`src/pkg/decim_regs_map.vh`:
```
`ifndef DECIM_REGS_MAP_VH
`define DECIM_REGS_MAP_VH

`define ADDR_RESERVED_ZERO   7'h14
`define ADDR_STATUS_FLAGS    7'h15
`define ADDR_INT_LOW         7'h16
`define ADDR_INT_MID         7'h17
`define ADDR_INT_HIGH        7'h18
`define ADDR_FRAC_LOW        7'h19
`define ADDR_FRAC_MID0       7'h1a
`define ADDR_FRAC_MID1       7'h1b
`define ADDR_FRAC_HIGH       7'h1c

`define RST_STATUS_FLAGS     8'h00
`define RST_INT_LOW          8'h40
`define RST_INT_MID          8'h00
`define RST_INT_HIGH         8'h00
`define RST_FRAC_LOW         8'h72
`define RST_FRAC_MID0        8'hb7
`define RST_FRAC_MID1        8'hce
`define RST_FRAC_HIGH        8'h2b

`define BIT_GATING           5
`define BIT_DIRECTION        4
`define BIT_MODE             3
`define BIT_CLKSRC           2
`define BIT_FUSE_ECC         1
`define BIT_PLL_LOCK         0

`endif

```
`src/rtl/rate_accumulator.v`:
```
`timescale 1ns/1ps
// Fractional divider: phase advances by one master clock per cycle.
// Wraps when the 24.32 phase reaches the programmed rate.
module rate_accumulator (
  input  wire        sys_clk,
  input  wire        srst,
  input  wire        run,
  input  wire [55:0] rate,
  output reg         tick
);
  reg  [56:0] phase_reg;
  reg  [56:0] phase_next;
  // One master clock is 1.0 in 24.32 fixed point
  wire [56:0] one_step = 57'h1_0000_0000;
  wire [56:0] rate_ext = {1'b0, rate};

  always @* begin
    phase_next = phase_reg + one_step;
    if (phase_next >= rate_ext) begin
      phase_next = phase_next - rate_ext;
    end
  end

  always @(posedge sys_clk) begin
    if (srst || !run) begin
      phase_reg <= 57'h0;
      tick      <= 1'b0;
    end else begin
      phase_reg <= phase_next;
      tick      <= (phase_reg + one_step) >= rate_ext;
    end
  end
endmodule

```
`src/rtl/status_and_decimation_rate_regs.v`:
```
`timescale 1ns/1ps
`include "decim_regs_map.vh"
module status_and_decimation_rate_regs (
  input  wire       sys_clk,
  input  wire       srst,
  input  wire [6:0] reg_addr,
  input  wire       reg_wr,
  input  wire       reg_rd,
  input  wire [7:0] reg_wdata,
  output reg  [7:0] reg_rdata,
  input  wire       data_clock_gating_strap,
  input  wire       data_clock_direction_strap,
  input  wire       mode_strap,
  input  wire       clock_source_strap,
  input  wire       fuse_ecc_event,
  input  wire       pll_locked,
  output reg        sample_rate_pin,
  output reg        sample_rate_pin_oe_n,
  output reg  [23:0] decim_integer_value,
  output reg  [31:0] decim_fraction_value
);
  reg  [7:0] decim_integer_low_reg;
  reg  [7:0] decim_integer_mid_reg;
  reg  [7:0] decim_integer_high_reg;
  reg  [7:0] decim_fraction_low_reg;
  reg  [7:0] decim_fraction_mid0_reg;
  reg  [7:0] decim_fraction_mid1_reg;
  reg  [7:0] decim_fraction_high_reg;
  reg  [5:0] strap_reg;
  reg        fuse_ecc_reg;
  reg  [7:0] rdata_next;
  wire       rate_tick;
  wire [7:0] status_view;

  // Straps are caught every cycle after reset, never inside reset
  always @(posedge sys_clk) begin
    if (srst) begin
      strap_reg <= 6'h00;
    end else begin
      strap_reg[`BIT_GATING]    <= data_clock_gating_strap;
      strap_reg[`BIT_DIRECTION] <= data_clock_direction_strap;
      strap_reg[`BIT_MODE]      <= mode_strap;
      strap_reg[`BIT_CLKSRC]    <= clock_source_strap;
      strap_reg[`BIT_PLL_LOCK]  <= pll_locked;
      strap_reg[`BIT_FUSE_ECC]  <= 1'b0;
    end
  end

  // sticky, set wins over read clear
  always @(posedge sys_clk) begin
    if (srst) begin
      fuse_ecc_reg <= 1'b0;
    end else if (fuse_ecc_event) begin
      fuse_ecc_reg <= 1'b1;
    end else if (reg_rd && reg_addr == `ADDR_STATUS_FLAGS) begin
      fuse_ecc_reg <= 1'b0;
    end
  end

  assign status_view = {2'b00, strap_reg[5:2], fuse_ecc_reg, strap_reg[0]};

  // byte writes, status and reserved writes dropped
  always @(posedge sys_clk) begin
    if (srst) begin
      decim_integer_low_reg   <= `RST_INT_LOW;
      decim_integer_mid_reg   <= `RST_INT_MID;
      decim_integer_high_reg  <= `RST_INT_HIGH;
      decim_fraction_low_reg  <= `RST_FRAC_LOW;
      decim_fraction_mid0_reg <= `RST_FRAC_MID0;
      decim_fraction_mid1_reg <= `RST_FRAC_MID1;
      decim_fraction_high_reg <= `RST_FRAC_HIGH;
    end else if (reg_wr) begin
      if (reg_addr == `ADDR_INT_LOW) begin
        decim_integer_low_reg <= reg_wdata;
      end else if (reg_addr == `ADDR_INT_MID) begin
        decim_integer_mid_reg <= reg_wdata;
      end else if (reg_addr == `ADDR_INT_HIGH) begin
        decim_integer_high_reg <= reg_wdata;
      end else if (reg_addr == `ADDR_FRAC_LOW) begin
        decim_fraction_low_reg <= reg_wdata;
      end else if (reg_addr == `ADDR_FRAC_MID0) begin
        decim_fraction_mid0_reg <= reg_wdata;
      end else if (reg_addr == `ADDR_FRAC_MID1) begin
        decim_fraction_mid1_reg <= reg_wdata;
      end else if (reg_addr == `ADDR_FRAC_HIGH) begin
        decim_fraction_high_reg <= reg_wdata;
      end
    end
  end

  always @* begin
    rdata_next = 8'h00;
    if (reg_addr == `ADDR_STATUS_FLAGS) begin
      rdata_next = status_view;
    end else if (reg_addr == `ADDR_INT_LOW) begin
      rdata_next = decim_integer_low_reg;
    end else if (reg_addr == `ADDR_INT_MID) begin
      rdata_next = decim_integer_mid_reg;
    end else if (reg_addr == `ADDR_INT_HIGH) begin
      rdata_next = decim_integer_high_reg;
    end else if (reg_addr == `ADDR_FRAC_LOW) begin
      rdata_next = decim_fraction_low_reg;
    end else if (reg_addr == `ADDR_FRAC_MID0) begin
      rdata_next = decim_fraction_mid0_reg;
    end else if (reg_addr == `ADDR_FRAC_MID1) begin
      rdata_next = decim_fraction_mid1_reg;
    end else if (reg_addr == `ADDR_FRAC_HIGH) begin
      rdata_next = decim_fraction_high_reg;
    end
  end

  // Read data registered; reserved byte and unmapped read zero
  always @(posedge sys_clk) begin
    if (srst) begin
      reg_rdata <= 8'h00;
    end else if (reg_rd) begin
      reg_rdata <= rdata_next;
    end
  end

  // rate assembled as 24.32 fixed point
  always @(posedge sys_clk) begin
    if (srst) begin
      decim_integer_value  <= {`RST_INT_HIGH, `RST_INT_MID, `RST_INT_LOW};
      decim_fraction_value <= {`RST_FRAC_HIGH, `RST_FRAC_MID1, `RST_FRAC_MID0, `RST_FRAC_LOW};
    end else begin
      decim_integer_value  <= {decim_integer_high_reg, decim_integer_mid_reg,
                               decim_integer_low_reg};
      decim_fraction_value <= {decim_fraction_high_reg, decim_fraction_mid1_reg,
                               decim_fraction_mid0_reg, decim_fraction_low_reg};
    end
  end

  // divider runs only in master mode; rates below one would stall
  rate_accumulator u_rate (
    .sys_clk (sys_clk),
    .srst    (srst),
    .run     (strap_reg[`BIT_MODE] && decim_integer_value != 24'h000000),
    .rate    ({decim_integer_value, decim_fraction_value}),
    .tick    (rate_tick)
  );

  // pulse out, pin released in slave mode
  always @(posedge sys_clk) begin
    if (srst) begin
      sample_rate_pin      <= 1'b0;
      sample_rate_pin_oe_n <= 1'b1;
    end else begin
      sample_rate_pin      <= rate_tick;
      sample_rate_pin_oe_n <= ~strap_reg[`BIT_MODE];
    end
  end
endmodule

```
`config.mk`:
```
export PLATFORM = sky130hd
export DESIGN_NAME = status_and_decimation_rate_regs
export DESIGN_NICKNAME = d
export VERILOG_FILES = /design/src/rtl/rate_accumulator.v /design/src/rtl/status_and_decimation_rate_regs.v
export VERILOG_INCLUDE_DIRS = /design/src /design/src/pkg
export SDC_FILE = /design/constraint.sdc
export NUM_CORES = 1
export LEC_CHECK = 0
export BUFFER_PORTS_ARGS = -buffer_cell sky130_fd_sc_hd__buf_2
export CELL_PAD_IN_SITES_DETAIL_PLACEMENT = 2
export CELL_PAD_IN_SITES_GLOBAL_PLACEMENT = 2
export CORE_MARGIN = 2
export CORE_UTILIZATION = 36
export DETAILED_ROUTE_END_ITERATION = 8
export MAX_ROUTING_LAYER = met4
export PLACE_DENSITY = 0.82
export SETUP_SLACK_MARGIN = 0.05
export SLEW_MARGIN = 30
export SYNTH_ARGS = -nofsm -noshare
export SYNTH_HDL_FRONTEND = slang
export SYNTH_SLANG_ARGS = --single-unit
```
`constraint.sdc`:
```
create_clock -name sys_clk -period 4.8 [get_ports sys_clk]
set_clock_uncertainty 0.1 [all_clocks]
set_input_delay 0.96 -clock sys_clk [delete_from_list [all_inputs] [get_ports sys_clk]]
set_output_delay 0.96 -clock sys_clk [all_outputs]
set_load 0.005 [all_outputs]
```
==> Word-level counts from Yosys, hierarchy flattened <==
Cells that the tools add are included.
{ "totals": {"ff_bits": 186, "elab_cells": 58} }
{ "op_classes": {"addsub": 2, "n_lt_le_gt_ge": 1, "eq_ne": 8, "muxes": 11, "n_bitwise": 7, "n_reduce_logical": 13} }
{ "op_table": {"columns": ["op", "n"], "rows": [
  ["8-bit 2-to-1 mux", 8],
  ["57-bit by 33-bit adder with 57-bit output (second input constant)", 1],
  ["57-bit by 56-bit >= comparator with 1-bit output", 1],
  ["57-bit 2-to-1 mux", 1],
  ["57-bit by 56-bit subtractor with 57-bit output", 1],
  ["7-bit by 5-bit == test with 1-bit output (second input constant)", 8],
  ["24-bit nonzero test", 1],
  ["8-bit AND reduction", 1],
  ["1-bit NOT", 7],
  ["7-bit AND reduction", 1],
  ["6-bit AND reduction", 1],
  ["5-bit AND reduction", 1],
  ["4-bit AND reduction", 1],
  ["3-bit AND reduction", 1],
  ["1-bit logical AND", 2],
  ["1-bit 2-to-1 mux", 2],
  ["2-bit AND reduction", 1],
  ["2-bit nonzero test", 1],
  ["1-bit zero test", 1],
  ["1-bit logical OR", 1]
]} }

==> Longest topological paths before layout <==
{ "depth": {"word_depth": 9, "depth_mapped": 19} }

==> Hierarchy <==
Synthesis repeated with hierarchy kept, for this count alone.
{ "unflattened": {"cells_unflattened": 1404, "hier_area_um2": 11101.9} }
{ "modules_own_cells": {"columns": ["module", "instances", "cells_each", "area_per_inst_um2", "seq_area_each_um2"], "rows": [
  ["rate_accumulator", 1, 892, 6246.0, 1161.1],
  ["status_and_decimation_rate_regs", 1, 512, 4855.9, 2562.5]
]} }

==> Worst setup path before layout <==
OpenSTA, ideal clock, no wires.
{ "synth_timing": {"kind": "register -> register", "from": "register u_rate.phase_reg[32]", "to": "register u_rate.phase_reg[0]", "setup_time_ns": 0.086, "arrival_ns": 3.599, "required_ns": 4.614, "path_slack_ns": 1.016, "path_stages_with_launch": 19, "n_path_buf": 4, "period_less_slack_ns": 3.784, "cell_sequence": "dfxtp_1 -> ha_1 -> and3_1 -> and4_1 -> clkbuf_1 -> nand3_1 -> xnor2_1 -> ha_1 -> clkbuf_1 -> a21o_1 -> a21oi_1 -> o21bai_1 -> a21o_1 -> a21o_1 -> a21o_1 -> or3_1 -> buf_6 -> buf_4 -> a211oi_1"} }
{ "synth_between": {"elab_chain_cells": 3} }
{ "synth_lines": {"columns": ["element", "line_no", "rtl"], "rows": [
  ["start, declared", "rate_accumulator.v:11", "reg [56:0] phase_reg;"],
  ["start signal, assigned", "rate_accumulator.v:29", "phase_reg <= phase_next;"],
  ["57-bit by 33-bit adder with 57-bit output", "rate_accumulator.v:18", "phase_next = phase_reg + one_step;"],
  ["57-bit by 56-bit >= comparator with 1-bit output", "rate_accumulator.v:19", "if (phase_next >= rate_ext) begin"],
  ["57-bit 2-to-1 mux", "rate_accumulator.v:19", null]
]} }
Every way passes these cells.
A chain may end at the register's enable or synchronous reset.

==> Worst setup path after layout <==
{ "layout_timing": {"from": "register u_rate.phase_reg[34]", "to": "register u_rate.phase_reg[41]"} }
{ "layout_between": {"elab_chain_cells": 3, "word_cells_on_any_way": 4} }
{ "layout_lines": {"columns": ["element", "line_no"], "rows": [
  ["57-bit by 33-bit adder with 57-bit output *", "rate_accumulator.v:18"],
  ["57-bit by 56-bit subtractor with 57-bit output or 57-bit by 56-bit >= comparator with 1-bit output (tied branches)", "rate_accumulator.v:20, rate_accumulator.v:19"],
  ["57-bit 2-to-1 mux *", "rate_accumulator.v:19"]
]} }
Mark *: on every way between the ends. The rest lies on a longest branch, timed or not.

==> summary.txt <==
Logic synthesis
  • Post-synth net total: 1392
  • Post-synth EDFFs: 0
  • Synth async-reset ratio: 0
  • Synth Flop Type: dfxtp_1
  • Mapped Cells: 1309
  • Synth unique cells: 63
  • Sequential area share after synthesis: 0.3531
  • Syn. warnings: 0
  • Syn_area_per_cell: 8.057 um^2
  • Seq cells post-synth: 186
  • Syn Std Cell Area: 0.01055 mm^2

Pwr
  • Worst vdd ir: 0.0005606 V
  • PD cells: 596.1 mW/mm^2
  • Leak: 5.134 nW
  • Total design power: 0.007149 W

Die
  • Die Area: 0.03068 mm^2
  • Core area: 0.02878 mm^2
  • Row count: 62
  • Initial Util: 0.3664
  • Number of I/O pins: 91
  • Die H: 175.2 um
  • Die Span X: 175.2 um

STA
  • Tmin final: 4.448 ns
  • Final setup TNS: 0 ns
  • Unrepaired setup endpoints after global routing: false
  • Endpoints failing setup: 0
  • Slew Limit Fails: 0
  • Fmax: 224.8 MHz
  • Final worst-path cycle share: 0.9267
  • Worst setup margin: 0.3517 ns
  • Slew @ Worst Pin: 0.9396 ns
  • Slew headroom: 0.3574
  • Final hold violation count: 0

Route
  • Met3 wire length: 1.109 mm
  • DR iter-0 viols: 562
  • Vias post-DR: 10140
  • Drt via density: 5.743
  • Routed WL: 41.10 mm
  • Drt wl/cell: 23.27 um
  • Met1 Wirelength: 18.51 mm
  • DRC: 0
  • TritonRoute pass-1 iters: 5
  • Routed wl met2: 20.15 mm
  • Antenna viol nets, final: 0
  • Top layer in use: met4

Worst setup path
  • Required @ worst endpoint: 5.07 ns
  • Crit path max fanout: 18
  • Element type at the critical path end: flop
  • Crit start category: flop
  • Critical setup path kind: flop to flop
  • Worst Setup SP: u_rate.phase_reg[34]
  • Worst r2r src: u_rate.phase_reg[34]
  • Worst endpoint data arrival time: 4.72 ns

Finish
  • Area of the multi-input gates: 0.006274 mm^2
  • Area growth syn-to-layout: 13.70%
  • Reg area: 0.003724 mm^2
  • # fillers: 3261
  • Layout cells sized above 1: 0.1353
  • Max FFs per register: 57
  • Antenna diodes: 0
  • Final net count: 1452

Placed design
  • Pre-CTS WS: 0.01869 ns
  • DP HPWL: 30.11 mm
  • GPL Wtd Cong: 0.8690
  • IO buf count: 90

Outcome
  • Run status: completed

Clock network
  • CTS tree: built
  • H-tree levels: 4
  • Hold_buf cts: 0
  • Total CTS buffers: 17
  • CTS Root Cell: clkbuf_16
  • Clk sinks: 186
  • Clock transition at path regs: 0.09 ns
  • Clk buf depth: 2
  • Worst skew pair latency: 0.45 ns

Worst hold path
  • Hold_sp: u_rate.phase_reg[13]
  • Hold Path Class: flop to flop

Global route
  • Grt ovf: 0
  • Total global-route track usage: 0.2768
  • Initial antenna violation count: 0
  • First-pass GRT wire length: 64.02 mm
  • Vias in the first global route: 10880
  • Largest net degree at the start of global routing: 110

Run
  • Max_cap viols: 0
## timing repair
action	4_1_cts	5_1_grt
setup buffers	0	2
hold endpoints to repair	0	0
resized for setup	2	6
setup endpoints to repair	10	57
pin swaps	0	1
## critical path, stage by stage (launching register included)
cell	delay, ns
dfxtp_1	0.41
and3_1	0.22
nand3_1	0.16
nor2_2	0.23
nand2_1	0.10
xnor2_1	0.16
ha_2	0.46
nand3_1	0.20
nor4_4	0.37
nand2_1	0.09
nor2_1	0.10
or4b_4	0.51
a311oi_4	0.35
or3_2	0.24
buf_4	0.29
nand4_1	0.18
a21oi_1	0.20
## per-layer routing
metal | GRT usage | up-vias
met5 | - | -
met4 | 0.09965 | 0
met3 | 0.02720 | 66
met2 | 0.4698 | 209
met1 | 0.3414 | 5126
li1 | - | 4741
## through the flow
| stage | hold slack [ns] | utilization | cells | cell area [um^2] |
|---|---|---|---|---|
| 2_1_floorplan | 0.3051 | - | 1309 | 10550 |
| 3_3_place_gp | 0.3359 | 0.3934 | 1732 | 11320 |
| 3_5_place_dp | 0.3466 | 0.3934 | 1732 | 11320 |
| 4_1_cts | 0.3668 | 0.4150 | 1764 | 11940 |
| 5_1_grt | 0.3861 | 0.4167 | 1766 | 11990 |
| 6_report | 0.3631 | 0.4167 | 1766 | 11990 |
## path summary, 6_finish.rpt
path / to / slack (ns) / depth (start not counted)
hold reg to reg: u_rate.phase_reg[13] / 0.36 / 2
setup / recovery: u_rate.phase_reg[41] / 0.35 / 16
setup reg to reg: u_rate.phase_reg[41] / 0.35 / 16
hold / removal: u_rate.phase_reg[13] / 0.36 / 2
## final cells by class
class,count,share of cell area
clock buffers,18,0.03662
well taps,384,0.04007
clock inverters,14,0.01440
inverters,86,0.02692
flip-flops and latches,186,0.3105
multi-input cells,975,0.5232
repair buffers,103,0.04831
## cells by family after synthesis
kind of cell,count (synthesis),share of synthesized area
multiplexers,37,0.03607
AO/OA/AOI/OAI,343,0.2138
XOR/XNOR,53,0.04401
adder cells (fa/ha/maj),58,0.06952
buffers and inverters,148,0.05635
flip-flops,186,0.3531
AND/OR/NAND/NOR,484,0.2272
## cells in the mapped netlist (10+ instances only)
cell	instances	area share
ha_1	57	0.068
a21o_1	32	0.023
nor2b_1	69	0.041
and3_1	19	0.011
dfxtp_1	186	0.35
nand3_1	45	0.021
buf_2	10	0.0047
a211oi_1	16	0.011
a221oi_1	13	0.011
nor3_1	15	0.0071
xnor2_1	37	0.031
o21bai_1	14	0.010
o21a_1	15	0.011
xor2_1	16	0.013
a21oi_1	117	0.056
mux2i_1	29	0.028
o22ai_1	12	0.0071
nand4_1	26	0.015
clkbuf_1	44	0.016
or3_1	11	0.0065
inv_1	85	0.030
nor2_1	110	0.039
o21ai_0	49	0.023
nor4_1	11	0.0065
or2_2	26	0.015
a211o_1	22	0.018
nand2_1	131	0.047
## cell usage in the layout (no fill, tap or decap), drive strengths merged, types with 26 or more instances in the layout
| cell type | n |
|---|---|
| mux2i | 29 |
| nor2b | 69 |
| o21ai | 49 |
| nor2 | 110 |
| a21oi | 117 |
| inv | 91 |
| nand3 | 45 |
| nand4 | 26 |
| ha | 57 |
| nand2 | 131 |
| xnor2 | 37 |
| a21o | 32 |
| or2 | 26 |
| dfxtp | 186 |
| buf | 103 |
## report_power, final
group | switching, W | total (W) | internal, W
combinational | 0.00257 | 0.00393 | 0.00136
sequential | 0.0000795 | 0.00172 | 0.00164
clock | 0.000775 | 0.00150 | 0.000722
No activity file was read; power rests on OpenSTA's default activity.
